`src/hdl/fault_trace_pkg.sv`:
```
// Package for the instruction fault and trace exception unit.
// Assumes a 16-bit opcode word, 32-bit addresses and a 16-bit status word.
package fault_trace_pkg;
   // Vector numbers
   localparam logic [7:0] VEC_ILLEGAL   = 8'h04;
   localparam logic [7:0] VEC_PRIV      = 8'h08;
   localparam logic [7:0] VEC_TRACE     = 8'h09;
   localparam logic [7:0] VEC_LINE_A    = 8'h0a;
   localparam logic [7:0] VEC_LINE_F    = 8'h0b;
   localparam logic [7:0] VEC_FORMAT    = 8'h0e;
   // Opcode classes in bits 15:12
   localparam logic [3:0] NIB_LINE_A    = 4'ha;
   localparam logic [3:0] NIB_LINE_F    = 4'hf;
   // Status word field positions
   localparam int         SR_TSEL_HI    = 15;
   localparam int         SR_TSEL_LO    = 14;
   localparam int         SR_SUPER      = 13;
   localparam logic [15:0] SR_RESET     = 16'h2700;
   // Trace select encodings
   localparam logic [1:0] TRACE_OFF     = 2'h0;
   localparam logic [1:0] TRACE_FLOW    = 2'h1;
   localparam logic [1:0] TRACE_ALL     = 2'h2;
   // Stack frame kinds
   localparam logic [3:0] FRAME_SHORT   = 4'h0;
   localparam logic [3:0] FRAME_FP_EA   = 4'h4;
   localparam logic [3:0] FRAME_FMT_OK_MASK = 4'h0;

   // One instruction offered by the decoder
   typedef struct packed {
      logic        valid;
      logic [15:0] opcode;
      logic        legal;         // Matches a valid instruction
      logic        creg_undef;    // Control-register move with undefined register field
      logic        fp_unimpl;     // Family floating-point op not built here
      logic        privileged;
      logic        flow_change;   // Branch, jump, trap, return or status write
      logic        is_stop;
      logic        is_exc_return;
      logic [31:0] pc;
      logic [31:0] next_pc;
      logic [31:0] ea;
   } instr_info_type;

   // Exception request handed to the stacking sequencer
   typedef struct packed {
      logic        valid;
      logic [7:0]  vector;
      logic [3:0]  frame;
      logic [31:0] stacked_pc;
      logic [31:0] fault_pc;
      logic [31:0] ea;
      logic [15:0] saved_sr;
      logic [31:0] handler_addr;
   } exc_frame_type;

   // Vector fetch address: base plus four times the vector number
   function automatic logic [31:0] vector_addr(input logic [31:0] base,
                                               input logic [7:0]  vec);
      vector_addr = base + {22'h000000, vec, 2'h0};
   endfunction : vector_addr
endpackage : fault_trace_pkg

```
`src/hdl/fault_trace_exc.sv`:
```
// Instruction fault and trace exception unit: picks vectors, updates status, builds frames.
// Assumes the decoder offers one instruction at a time and holds it until accepted.
`timescale 1ns/1ps
`default_nettype none
module fault_trace_exc
   import fault_trace_pkg::*;
(
   input  wire logic           mclk,
   input  wire logic           arst_n,
   input  wire instr_info_type instr,
   input  wire logic           instr_start,
   input  wire logic           instr_done,
   input  wire logic           instr_suspend,
   input  wire logic           forced_exc,
   input  wire logic           irq_pending,
   input  wire logic           stop_sr_load,
   input  wire logic [15:0]    stop_sr_value,
   input  wire logic           bkpt_ack_cycle,
   input  wire logic           transfer_done_ack,
   input  wire logic           transfer_fault_ack,
   input  wire logic [3:0]     return_format,
   input  wire logic           format_valid,
   input  wire logic [31:0]    vector_table_base,
   input  wire logic           frame_ack,
   output logic                instr_accept,
   output logic                instr_skip,
   output logic                irq_grant,
   output logic                stop_enter,
   output logic [15:0]         processor_status_word,
   output logic                trace_select_high,
   output logic                trace_select_low,
   output exc_frame_type       frame_out,
   output logic                busy
);
   typedef enum logic [2:0] {
      ST_IDLE  = 3'b001,
      ST_EXEC  = 3'b010,
      ST_STACK = 3'b100
   } state_type;

   state_type      state_r, state_nxt;
   logic [15:0]    sr_r, sr_nxt;
   logic [1:0]     tsel_r, tsel_nxt;
   logic           flow_r, flow_nxt;
   logic           stop_r, stop_nxt;
   logic           trace_due_r, trace_due_nxt;
   logic [31:0]    next_pc_r, next_pc_nxt;
   exc_frame_type  frame_r, frame_nxt;
   logic           accept_r, skip_r, grant_r, stopped_r;
   logic           accept_nxt, skip_nxt, grant_nxt, stopped_nxt;

   wire            cls_fault;
   wire [7:0]      cls_vec;
   wire            cls_fp;
   wire            trace_hit;

   opcode_classifier u_cls (
      .instr      (instr),
      .super_mode (sr_r[SR_SUPER]),
      .fault      (cls_fault),
      .vector     (cls_vec),
      .fp_frame   (cls_fp)
   );

   trace_qualifier u_trq (
      .tsel        (tsel_r),
      .flow_change (flow_r | stop_r),
      .take_trace  (trace_hit)
   );

   // Event decoding
   wire bkpt_end   = bkpt_ack_cycle && (transfer_done_ack || transfer_fault_ack);
   wire fmt_bad    = instr.valid && instr.is_exc_return && !format_valid;
   wire start_ok   = state_r == ST_IDLE && instr_start && instr.valid;
   wire exc_sr_tr  = 1'b1;
   wire [15:0] sr_enter = {2'b00, exc_sr_tr, sr_r[12:0]}; // Supervisor set, trace cleared
   wire [31:0] base     = vector_table_base;

   // Builds one frame record from vector, stacked pc and operand address
   function automatic exc_frame_type mk_frame(input logic [7:0]  vec,
                                              input logic [3:0]  fmt,
                                              input logic [31:0] spc,
                                              input logic [31:0] fpc,
                                              input logic [31:0] ea,
                                              input logic [15:0] sr,
                                              input logic [31:0] vbase);
      mk_frame.valid        = 1'b1;
      mk_frame.vector       = vec;
      mk_frame.frame        = fmt;
      mk_frame.stacked_pc   = spc;
      mk_frame.fault_pc     = fpc;
      mk_frame.ea           = ea;
      mk_frame.saved_sr     = sr;
      mk_frame.handler_addr = vector_addr(vbase, vec);
   endfunction : mk_frame

   // Sequencer next state
   always_comb begin
      state_nxt     = state_r;
      sr_nxt        = sr_r;
      tsel_nxt      = tsel_r;
      flow_nxt      = flow_r;
      stop_nxt      = stop_r;
      trace_due_nxt = trace_due_r;
      next_pc_nxt   = next_pc_r;
      frame_nxt     = frame_r;
      accept_nxt    = 1'b0;
      skip_nxt      = 1'b0;
      grant_nxt     = 1'b0;
      stopped_nxt   = 1'b0;
      case (state_r)
         ST_IDLE: begin
            if (bkpt_end) begin
               frame_nxt = mk_frame(VEC_ILLEGAL, FRAME_SHORT, instr.pc, instr.pc,
                                    32'h0000_0000, sr_r, base);
               sr_nxt    = sr_enter;
               state_nxt = ST_STACK;
            end else if (start_ok && (cls_fault || fmt_bad)) begin
               // Faulting opcode is never executed, hence never traced
               accept_nxt = 1'b1;
               skip_nxt   = 1'b1;
               sr_nxt     = sr_enter;
               if (cls_fault && cls_fp)
                  frame_nxt = mk_frame(cls_vec, FRAME_FP_EA, instr.next_pc, instr.pc,
                                       instr.ea, sr_r, base);
               else if (cls_fault)
                  frame_nxt = mk_frame(cls_vec, FRAME_SHORT, instr.pc, instr.pc,
                                       32'h0000_0000, sr_r, base);
               else
                  frame_nxt = mk_frame(VEC_FORMAT, FRAME_SHORT, instr.pc, instr.pc,
                                       32'h0000_0000, sr_r, base);
               state_nxt  = ST_STACK;
            end else if (start_ok) begin
               accept_nxt  = 1'b1;
               tsel_nxt    = sr_r[SR_TSEL_HI:SR_TSEL_LO];
               flow_nxt    = instr.flow_change;
               stop_nxt    = instr.is_stop;
               next_pc_nxt = instr.next_pc;
               state_nxt   = ST_EXEC;
            end else if (irq_pending) begin
               grant_nxt = 1'b1;
            end
         end
         ST_EXEC: begin
            if (stop_sr_load)
               sr_nxt = stop_sr_value;
            if (instr_suspend) begin
               trace_due_nxt = trace_hit;
            end else if (forced_exc) begin
               // Forced exception is stacked elsewhere first; trace waits for frame_ack
               trace_due_nxt = trace_hit;
            end else if (instr_done) begin
               if (trace_hit || trace_due_r) begin
                  frame_nxt     = mk_frame(VEC_TRACE, FRAME_SHORT, next_pc_r, next_pc_r,
                                           32'h0000_0000,
                                           stop_sr_load ? stop_sr_value : sr_r,
                                           base);
                  sr_nxt        = {2'b00, exc_sr_tr,
                                   (stop_sr_load ? stop_sr_value[12:0] : sr_r[12:0])};
                  trace_due_nxt = 1'b0;
                  state_nxt     = ST_STACK;
               end else begin
                  stopped_nxt = stop_r;
                  state_nxt   = ST_IDLE;
               end
            end else if (trace_due_r && frame_ack) begin
               frame_nxt     = mk_frame(VEC_TRACE, FRAME_SHORT, next_pc_r, next_pc_r,
                                        32'h0000_0000, sr_r, base);
               sr_nxt        = sr_enter;
               trace_due_nxt = 1'b0;
               state_nxt     = ST_STACK;
            end
         end
         ST_STACK: begin
            if (frame_ack) begin
               frame_nxt.valid = 1'b0;
               state_nxt       = ST_IDLE;
            end
         end
         default: begin
            state_nxt = ST_IDLE;
         end
      endcase
   end

   // State registers
   always_ff @(posedge mclk or negedge arst_n) begin
      if (!arst_n) begin
         state_r     <= ST_IDLE;
         sr_r        <= SR_RESET;
         tsel_r      <= TRACE_OFF;
         flow_r      <= 1'b0;
         stop_r      <= 1'b0;
         trace_due_r <= 1'b0;
         next_pc_r   <= 32'h0000_0000;
         frame_r     <= '0;
         accept_r    <= 1'b0;
         skip_r      <= 1'b0;
         grant_r     <= 1'b0;
         stopped_r   <= 1'b0;
      end else begin
         state_r     <= state_nxt;
         sr_r        <= sr_nxt;
         tsel_r      <= tsel_nxt;
         flow_r      <= flow_nxt;
         stop_r      <= stop_nxt;
         trace_due_r <= trace_due_nxt;
         next_pc_r   <= next_pc_nxt;
         frame_r     <= frame_nxt;
         accept_r    <= accept_nxt;
         skip_r      <= skip_nxt;
         grant_r     <= grant_nxt;
         stopped_r   <= stopped_nxt;
      end
   end

   // Outputs straight from flip-flops, except busy, which is decoded from state_r
   assign instr_accept          = accept_r;
   assign instr_skip            = skip_r;
   assign irq_grant             = grant_r;   // Only when no trace is outstanding
   assign stop_enter            = stopped_r; // Traced stop never reaches here
   assign processor_status_word = sr_r;
   assign trace_select_high     = sr_r[SR_TSEL_HI];
   assign trace_select_low      = sr_r[SR_TSEL_LO];
   assign frame_out             = frame_r;
   assign busy                  = state_r != ST_IDLE;
endmodule : fault_trace_exc
`default_nettype wire

```
`src/hdl/opcode_classifier.sv`:
```
// Classifies one decoded instruction into its fault vector.
// Assumes the decoder's legal, privilege and floating-point flags are valid with the word.
`timescale 1ns/1ps
`default_nettype none
module opcode_classifier
   import fault_trace_pkg::*;
(
   input  wire instr_info_type instr,
   input  wire logic           super_mode,
   output logic                fault,
   output logic [7:0]          vector,
   output logic                fp_frame
);
   // Opcode nibble tests
   wire       line_a   = instr.opcode[15:12] == NIB_LINE_A;
   wire       line_f   = instr.opcode[15:12] == NIB_LINE_F;
   wire       illegal  = (!instr.legal && !line_a && !line_f) || instr.creg_undef;
   wire       f_fault  = line_f && (!instr.legal || instr.fp_unimpl);
   wire       priv_bad = instr.legal && instr.privileged && !super_mode;

   // Priority: opcode faults first, then privilege
   assign fault    = instr.valid && (line_a || f_fault || illegal || priv_bad);
   assign vector   = line_a   ? VEC_LINE_A :
                     f_fault  ? VEC_LINE_F :
                     illegal  ? VEC_ILLEGAL :
                                VEC_PRIV;
   assign fp_frame = line_f && instr.legal && instr.fp_unimpl;
endmodule : opcode_classifier
`default_nettype wire

```
`src/hdl/trace_qualifier.sv`:
```
// Decides whether a completed instruction is to be traced.
// Assumes the trace select bits were latched when the instruction began.
`timescale 1ns/1ps
`default_nettype none
module trace_qualifier
   import fault_trace_pkg::*;
(
   input  wire logic [1:0] tsel,
   input  wire logic       flow_change,
   output logic            take_trace
);
   // Encoding of the two select bits; reserved code never traces
   assign take_trace = (tsel == TRACE_ALL) ||
                       (tsel == TRACE_FLOW && flow_change);
endmodule : trace_qualifier
`default_nettype wire

```
`config.mk`:
```
export PLATFORM = sky130hd
export DESIGN_NAME = fault_trace_exc
export DESIGN_NICKNAME = d
export VERILOG_FILES = /design/src/hdl/fault_trace_pkg.sv /design/src/hdl/fault_trace_exc.sv /design/src/hdl/opcode_classifier.sv /design/src/hdl/trace_qualifier.sv
export SDC_FILE = /design/constraint.sdc
export NUM_CORES = 1
export LEC_CHECK = 0
export ABC_AREA = 0
export BUFFER_PORTS_ARGS = -buffer_cell sky130_fd_sc_hd__clkbuf_2
export CAP_MARGIN = 40
export CORE_MARGIN = 2
export CORE_UTILIZATION = 46
export DETAILED_ROUTE_END_ITERATION = 10
export PLACE_DENSITY = 0.76
export SYNTH_ARGS = -nofsm -noshare
export SYNTH_HDL_FRONTEND = slang
export SYNTH_SLANG_ARGS = --single-unit
```
`constraint.sdc`:
```
create_clock -name mclk -period 2.4 [get_ports mclk]
set_input_delay 0 -clock mclk [delete_from_list [all_inputs] [get_ports mclk]]
set_output_delay 0 -clock mclk [all_outputs]
set_load 0.01 [all_outputs]
```
Word level (Yosys, flattened, before mapping)
Cells that the tools add are included.
- register bits after elaboration: 217
- input port bits: 185
- output and inout port bits: 180
- word-level logic and storage cells: 144
- add/sub/neg operators: 4
- equal/unequal tests: 18
- mux-type cells: 57
- bitwise gates (word level): 4
- reductions and logical operators: 41
- operators with widths (kind ; count):
    $mux 157 ; 7
    $mux 156 ; 2
    $pmux 156 s2 ; 1
    $mux 16 ; 8
    $add 32x6->32 const B ; 2
    $add 32x10->32 ; 1
    $add 32x5->32 const B ; 1
    $pmux 16 s2 ; 1
    $mux 3 ; 9
    $mux 1 ; 23
    $logic_and 1x1->1 ; 17
    $mux 8 ; 2
    $mux 13 ; 1
    $logic_or 1x1->1 ; 9
    $pmux 3 s3 ; 1
    $eq 4x4->1 const B ; 2
    $reduce_and 4->1 ; 2
    $reduce_and 7->1 ; 1
    $ne 2x2->1 const B ; 3
    $ne 3x3->1 const B ; 2
    $reduce_and 6->1 ; 1
    $logic_not 1->1 ; 5
    $ne 5x5->1 const B ; 1
    $reduce_and 5->1 ; 1
    other kinds (19) ; 21

Longest topological paths before layout
- word-level depth: 14
- gate-level depth with buffers: 13
- gate-level depth less buffers: 13

By module
A second synthesis with hierarchy kept.
- cells, all modules: 1125
- area, all modules: 11010.6 um^2
- by module, submodules not included (module ; times used ; cells an instance ; area each (um^2) ; sequential area each (um^2)):
    fault_trace_exc ; 1 ; 1099 ; 10855.4 ; 5361.4
    opcode_classifier ; 1 ; 24 ; 141.4 ; 0.0
    trace_qualifier ; 1 ; 2 ; 13.8 ; 0.0

Worst setup path before layout
OpenSTA, ideal clock, no wires.
- kind: input port to flip-flop
- start: input port instr[102] (netlist name)
- end: register frame_r, in the netlist frame_out[19]
- setup time: 0.082 ns
- data arrival time: 2.301 ns
- required time: 2.318 ns
- setup slack: 0.017 ns
- stages: 13
- buffers on the path: 0
- cells stage by stage: nor2b_1 -> o21ai_0 -> nor2b_1 -> nor2_1 -> inv_1 -> ha_1 -> o21ai_0 -> o21bai_1 -> a211oi_1 -> a211oi_4 -> o21ai_2 -> or3_1 -> a31oi_1
- cells in the longest elaborated chain, start to end: 13
- elaborated cells between the ends (all ways): 28
- those cells by class: add/sub (1); eq/ne (1); mux (8); reduce/logical (18)
- ends and longest elaborated chain (item ; RTL line ; source):
    from (decl) ; fault_trace_exc.sv:10 ; input wire instr_info_type instr,
    $logic_not 1->1 ; opcode_classifier.sv:17, opcode_classifier.sv:18 ;
    $logic_and 1x1->1 (2 in a row) ; opcode_classifier.sv:17 ; wire illegal = (!instr.legal && !line_a && !line_f) || instr.creg_undef;
    $logic_or 1x1->1 ; opcode_classifier.sv:17 ;
    $mux 4 ; opcode_classifier.sv:25 ; illegal ? VEC_ILLEGAL :
    $mux 8 ; opcode_classifier.sv:24 ; f_fault ? VEC_LINE_F :
    $mux 8 ; opcode_classifier.sv:23 ; assign vector = line_a ? VEC_LINE_A :
    $add 32x10->32 ; fault_trace_pkg.sv:59 ; vector_addr = base + {22'h000000, vec, 2'h0};
    $mux 156 ; fault_trace_exc.sv:126 ; else if (cls_fault)
    $mux 156 ; fault_trace_exc.sv:123 ; if (cls_fault && cls_fp)
    $mux 157 ; fault_trace_exc.sv:118 ; end else if (start_ok && (cls_fault || fmt_bad)) begin
    $mux 157 ; fault_trace_exc.sv:113 ; if (bkpt_end) begin
    $pmux 156 s2 ; fault_trace_exc.sv:111 ; case (state_r)
    to (signal assigned) ; fault_trace_exc.sv:209 ; frame_r <= frame_nxt;
    to (decl) ; fault_trace_exc.sv:48 ; exc_frame_type frame_r, frame_nxt;
Several ways; a longest one is shown, not always the timed one. The select of a mux whose other input is x is not followed.
A chain may end at the register's enable or synchronous reset.

Worst setup path after layout
- start: register sr_r[13] (netlist: processor_status_word[13])
- end: register frame_r, in the netlist frame_out[18]
- cells in the longest elaborated chain, start to end: 9
- elaborated cells between the ends (all ways): 14
- those cells by class: eq/ne (1); mux (5); reduce/logical (8)
- ends and longest elaborated chain (item ; RTL line ; source):
    from (decl) ; fault_trace_exc.sv:42 ; logic [15:0] sr_r, sr_nxt;
    from (signal assigned) ; fault_trace_exc.sv:203 ; sr_r <= sr_nxt;
    $logic_not 1->1 (*) ; opcode_classifier.sv:19 ; wire priv_bad = instr.legal && instr.privileged && !super_mode;
    $logic_and 1x1->1 (*) ; opcode_classifier.sv:19 ;
    $logic_or 1x1->1 (*) ; opcode_classifier.sv:22 ; assign fault = instr.valid && (line_a || f_fault || illegal || priv_bad);
    $logic_and 1x1->1 (*) ; opcode_classifier.sv:22 ;
    $mux 156 or $logic_and 1x1->1 (tied branches) ; fault_trace_exc.sv:126, fault_trace_exc.sv:123 ;
    $mux 156 ; fault_trace_exc.sv:123 ;
    $mux 157 ; fault_trace_exc.sv:118 ;
    $mux 157 ; fault_trace_exc.sv:113 ;
    $pmux 156 s2 ; fault_trace_exc.sv:111 ;
Every way passes the cells marked *; elsewhere a longest branch is shown, timed or not. The select of a mux whose other input is x is not followed.

==> results.md <==
- Outcome: completed
- Routed len/inst: ~18 µm
- RePlAce Congestion: ~0.90
- Slew Viols, Final: 0
- # IOs: roughly 370
- Pleak: approximately 7.4 nW
- Synth Area per Inst: a little under 10 µm²
- Worst-Skew Late Latency: about 0.52 ns
- CTS tree: done
- TritonCTS buffer count: 24
- Met1 GRT Util: about 34%
- Layer with the highest usage: met2
- Worst hold slack: 0.0254 ns
- Gr ovfl total: 0
- Worst-path clk slew: 0.06 ns
- GR Util All Layers: between 20% and 30%
- Die Area: roughly 24000 µm²
- Worst Hold Path Cells: 5
- Final nets: ~1800
- Post-synth EDFFs: 0
- DRT iter0 DRCs: between 600 and 700
- Worst vdd ir: slightly below 600 µV
- Die Y: roughly 150 µm
- Largest net degree at the start of global routing: slightly above 70
- Final Power: ~14 mW
- Ys Warns: 0
- Synth-to-layout area growth: 44.9%
- Layout fillers: about 1700
- Reg2Reg Depth: 7
- Setup-failing EPs final: 0
- Fmax: between 0.4 and 0.5 GHz
- Setup TNS: 0 ns
- Share of cells above drive strength 1: between 30% and 40%
- WL final: 34100 µm
- Tightest Pin Transition: about 0.61 ns
- Number of antenna diodes: 0
- First-pass GRT wire length: around 54000 µm
- Max-Cap Viols: 0
- Setup WS pre-CTS: -0.432 ns
- Min setup slack post-route: between 0.03 and 0.04 ns
- Data arrival, critical path: approximately 2.8 ns
- Async set or reset register ratio after synthesis: between 90% and 100%
- Met3 Use GR: 6.36%
- Top cells by area, synth: dfrtp_1 49%, mux2_2 8.3%, nand2_1 6.5%, o21ai_0 4.8%, nor2_1 3.8%
- Longest Clk Path Bufs: 3
- Most common library cell in the layout ignoring fill and taps: clkbuf_2
- Vias: between 10000 and 15000
- Die Wd: 154 µm
- Hold Path Class: input port to flop
- Final Hold Violating Endpoints: 0
- Startpoint class of the critical path: flop
- First-pass detailed-route iteration total: 7
- Register area share after synthesis: between 50 and 60%
- Worst Path Max Fanout: 9
- Slew margin rel.: approximately three fifths
- Worst Path Required: around 2.8 ns
- H-tree Lvls: 1
- Fin crit period: between 2 and 2.5 ns
- Skew final: roughly 0.015 ns
- Via density per instance: ~5.5
- CTS sink count: 210
- Post-route antenna net violation count: 0
- Core ar.: about 22000 µm²
- Initial Util: 46.4%
- Post-Syn Instances: between 1000 and 1500
- PwrDens: roughly 950 nW/µm²
- CP Capture Type: flop
- Port Buffers: ~340
- Global-route track usage on met2: a little under half
- HPWL Detailed: between 20000 and 25000 µm
- Antenna violations before repair: 0
- Top cell type's share of synthesized area: about half
- Vias in the first global route: 10300
- Number of core rows: 55
- Synth Register Bits: 210
- Final Cycle Share: a little over nine tenths
- Main flop type after synthesis: dfrtp_1
- Top cell type by total area after synthesis: dfrtp_1
- Unique masters post-synth: slightly above 60
- DRC viols: 0
- Clk Tree Root Cell: clkbuf_16
- RSZ-0062 raised after global routing: false
- Most frequent cells in the layout: 340 x clkbuf_2, 205 x dfrtp_1, 180 x nand2_1, 155 x dlygate4sd3_1, 105 x nor2_1
- Post-layout util: between 60% and 70%
- Mapped Area: slightly above 10000 µm²
- Setup CP Type: flop to flop
## worst max-delay path, stage by stage, from the launching register on
cell	delay, ns
dfstp_2	0.56
nand3b_1	0.13
o221a_4	0.24
nand2_1	0.10
or3_1	0.56
a311oi_1	0.41
xnor2_1	0.17
o21ai_1	0.07
## metrics by stage
| step | instances | instance area [µm²] |
|---|---|---|
| finish | 1883 | 15100 |
| global route | 1883 | 15100 |
| global placement | 1680 | 12700 |
| detailed placement | 1680 | 12700 |
| CTS | 1878 | 15000 |
| floorplan | 1078 | 10400 |
## flip-flops by register name (all words and copies together) (netlist names), 2 cells and up
register	flops
next_pc_r	32
processor_status_word	16
tsel_r	2
state_r	3
frame_out	150
## worst paths after layout
kind | startpoint | endpoint | slack, ns
min in group asynchronous | arst_n | next_pc_r[21] | 0.05
hold / removal | instr[96] | state_r[1] | 0.03
setup / recovery | processor_status_word[13] | frame_out[18] | 0.04
hold reg to reg | frame_out[34] | frame_out[34] | 0.48
max in group asynchronous | arst_n | processor_status_word[10] | 1.48
setup reg to reg | processor_status_word[13] | frame_out[18] | 0.04
## power by group
group | internal (mW) | switching [mW]
registers | 4.87 | 0.856
clock network | 2.03 | 1.46
logic | 2.20 | 2.84
## synthesized netlist by cell type, types with 2 or more instances
library cell / count
mux2_2: 77
nor3_1: 12
nand2_1: 181
dfrtp_1: 205
o31ai_1: 3
nor4_1: 2
a21oi_1: 24
buf_2: 26
buf_1: 10
o22ai_1: 2
o21ai_1: 37
ha_1: 11
nor2b_1: 4
a22o_1: 36
and2_1: 2
o21a_1: 3
clkbuf_1: 28
o2111ai_1: 3
nor3b_1: 2
mux2i_1: 20
a21o_1: 4
inv_1: 14
nand3_1: 10
or3_1: 4
nand2b_1: 6
and3_1: 6
dfstp_2: 5
o211ai_1: 2
o21ai_0: 99
xor2_1: 7
nor2_1: 106
mux2_1: 2
xnor2_1: 19
nand4_1: 10
a22oi_1: 4
a211oi_1: 4
a31oi_1: 45
a311oi_1: 5
buf_4: 10
## cell type report
type	instances	area [µm²]	area share, %
multi-input combinational	779	4790	31.8
clock buffer	36	707	4.69
timing repair buffer	552	3850	25.6
clock inverter	7	43.8	0.291
sequential	210	5260	34.9
tap	285	357	2.37
inverter	14	52.6	0.349
## per-layer routing
| layer | wire [µm] | up-vias | share of wire (%) |
|---|---|---|---|
| met5 | 0 | - | 0 |
| met4 | 1240 | 0 | 3.6 |
| met3 | 2710 | 86 | 7.9 |
| met2 | 16800 | 482 | 49 |
| met1 | 13300 | 4923 | 39 |
| li1 | - | 4779 | - |
## what timing repair did
item | 4_1_cts | 5_1_grt
gates resized for setup | 0 | 3
hold buffers | 155 | 0
setup endpoints to repair | 0 | 34
endpoints found under the hold margin | 278 | 0
setup buffers | 0 | 5
## logic make-up (layout without fill, tap and decap cells)
logic type	after synthesis	in the layout	share of synthesized area, %
XOR/XNOR	26	26	2.19
adder cells (fa/ha/maj)	12	12	1.52
AO/OA/AOI/OAI	285	285	17.2
flip-flops	210	210	50.6
buffers and inverters	89	609	3.96
multiplexers	99	99	10.5
other	1	7	0.0361
AND/OR/NAND/NOR	350	350	14.0
No activity file was read; power rests on OpenSTA's default activity.
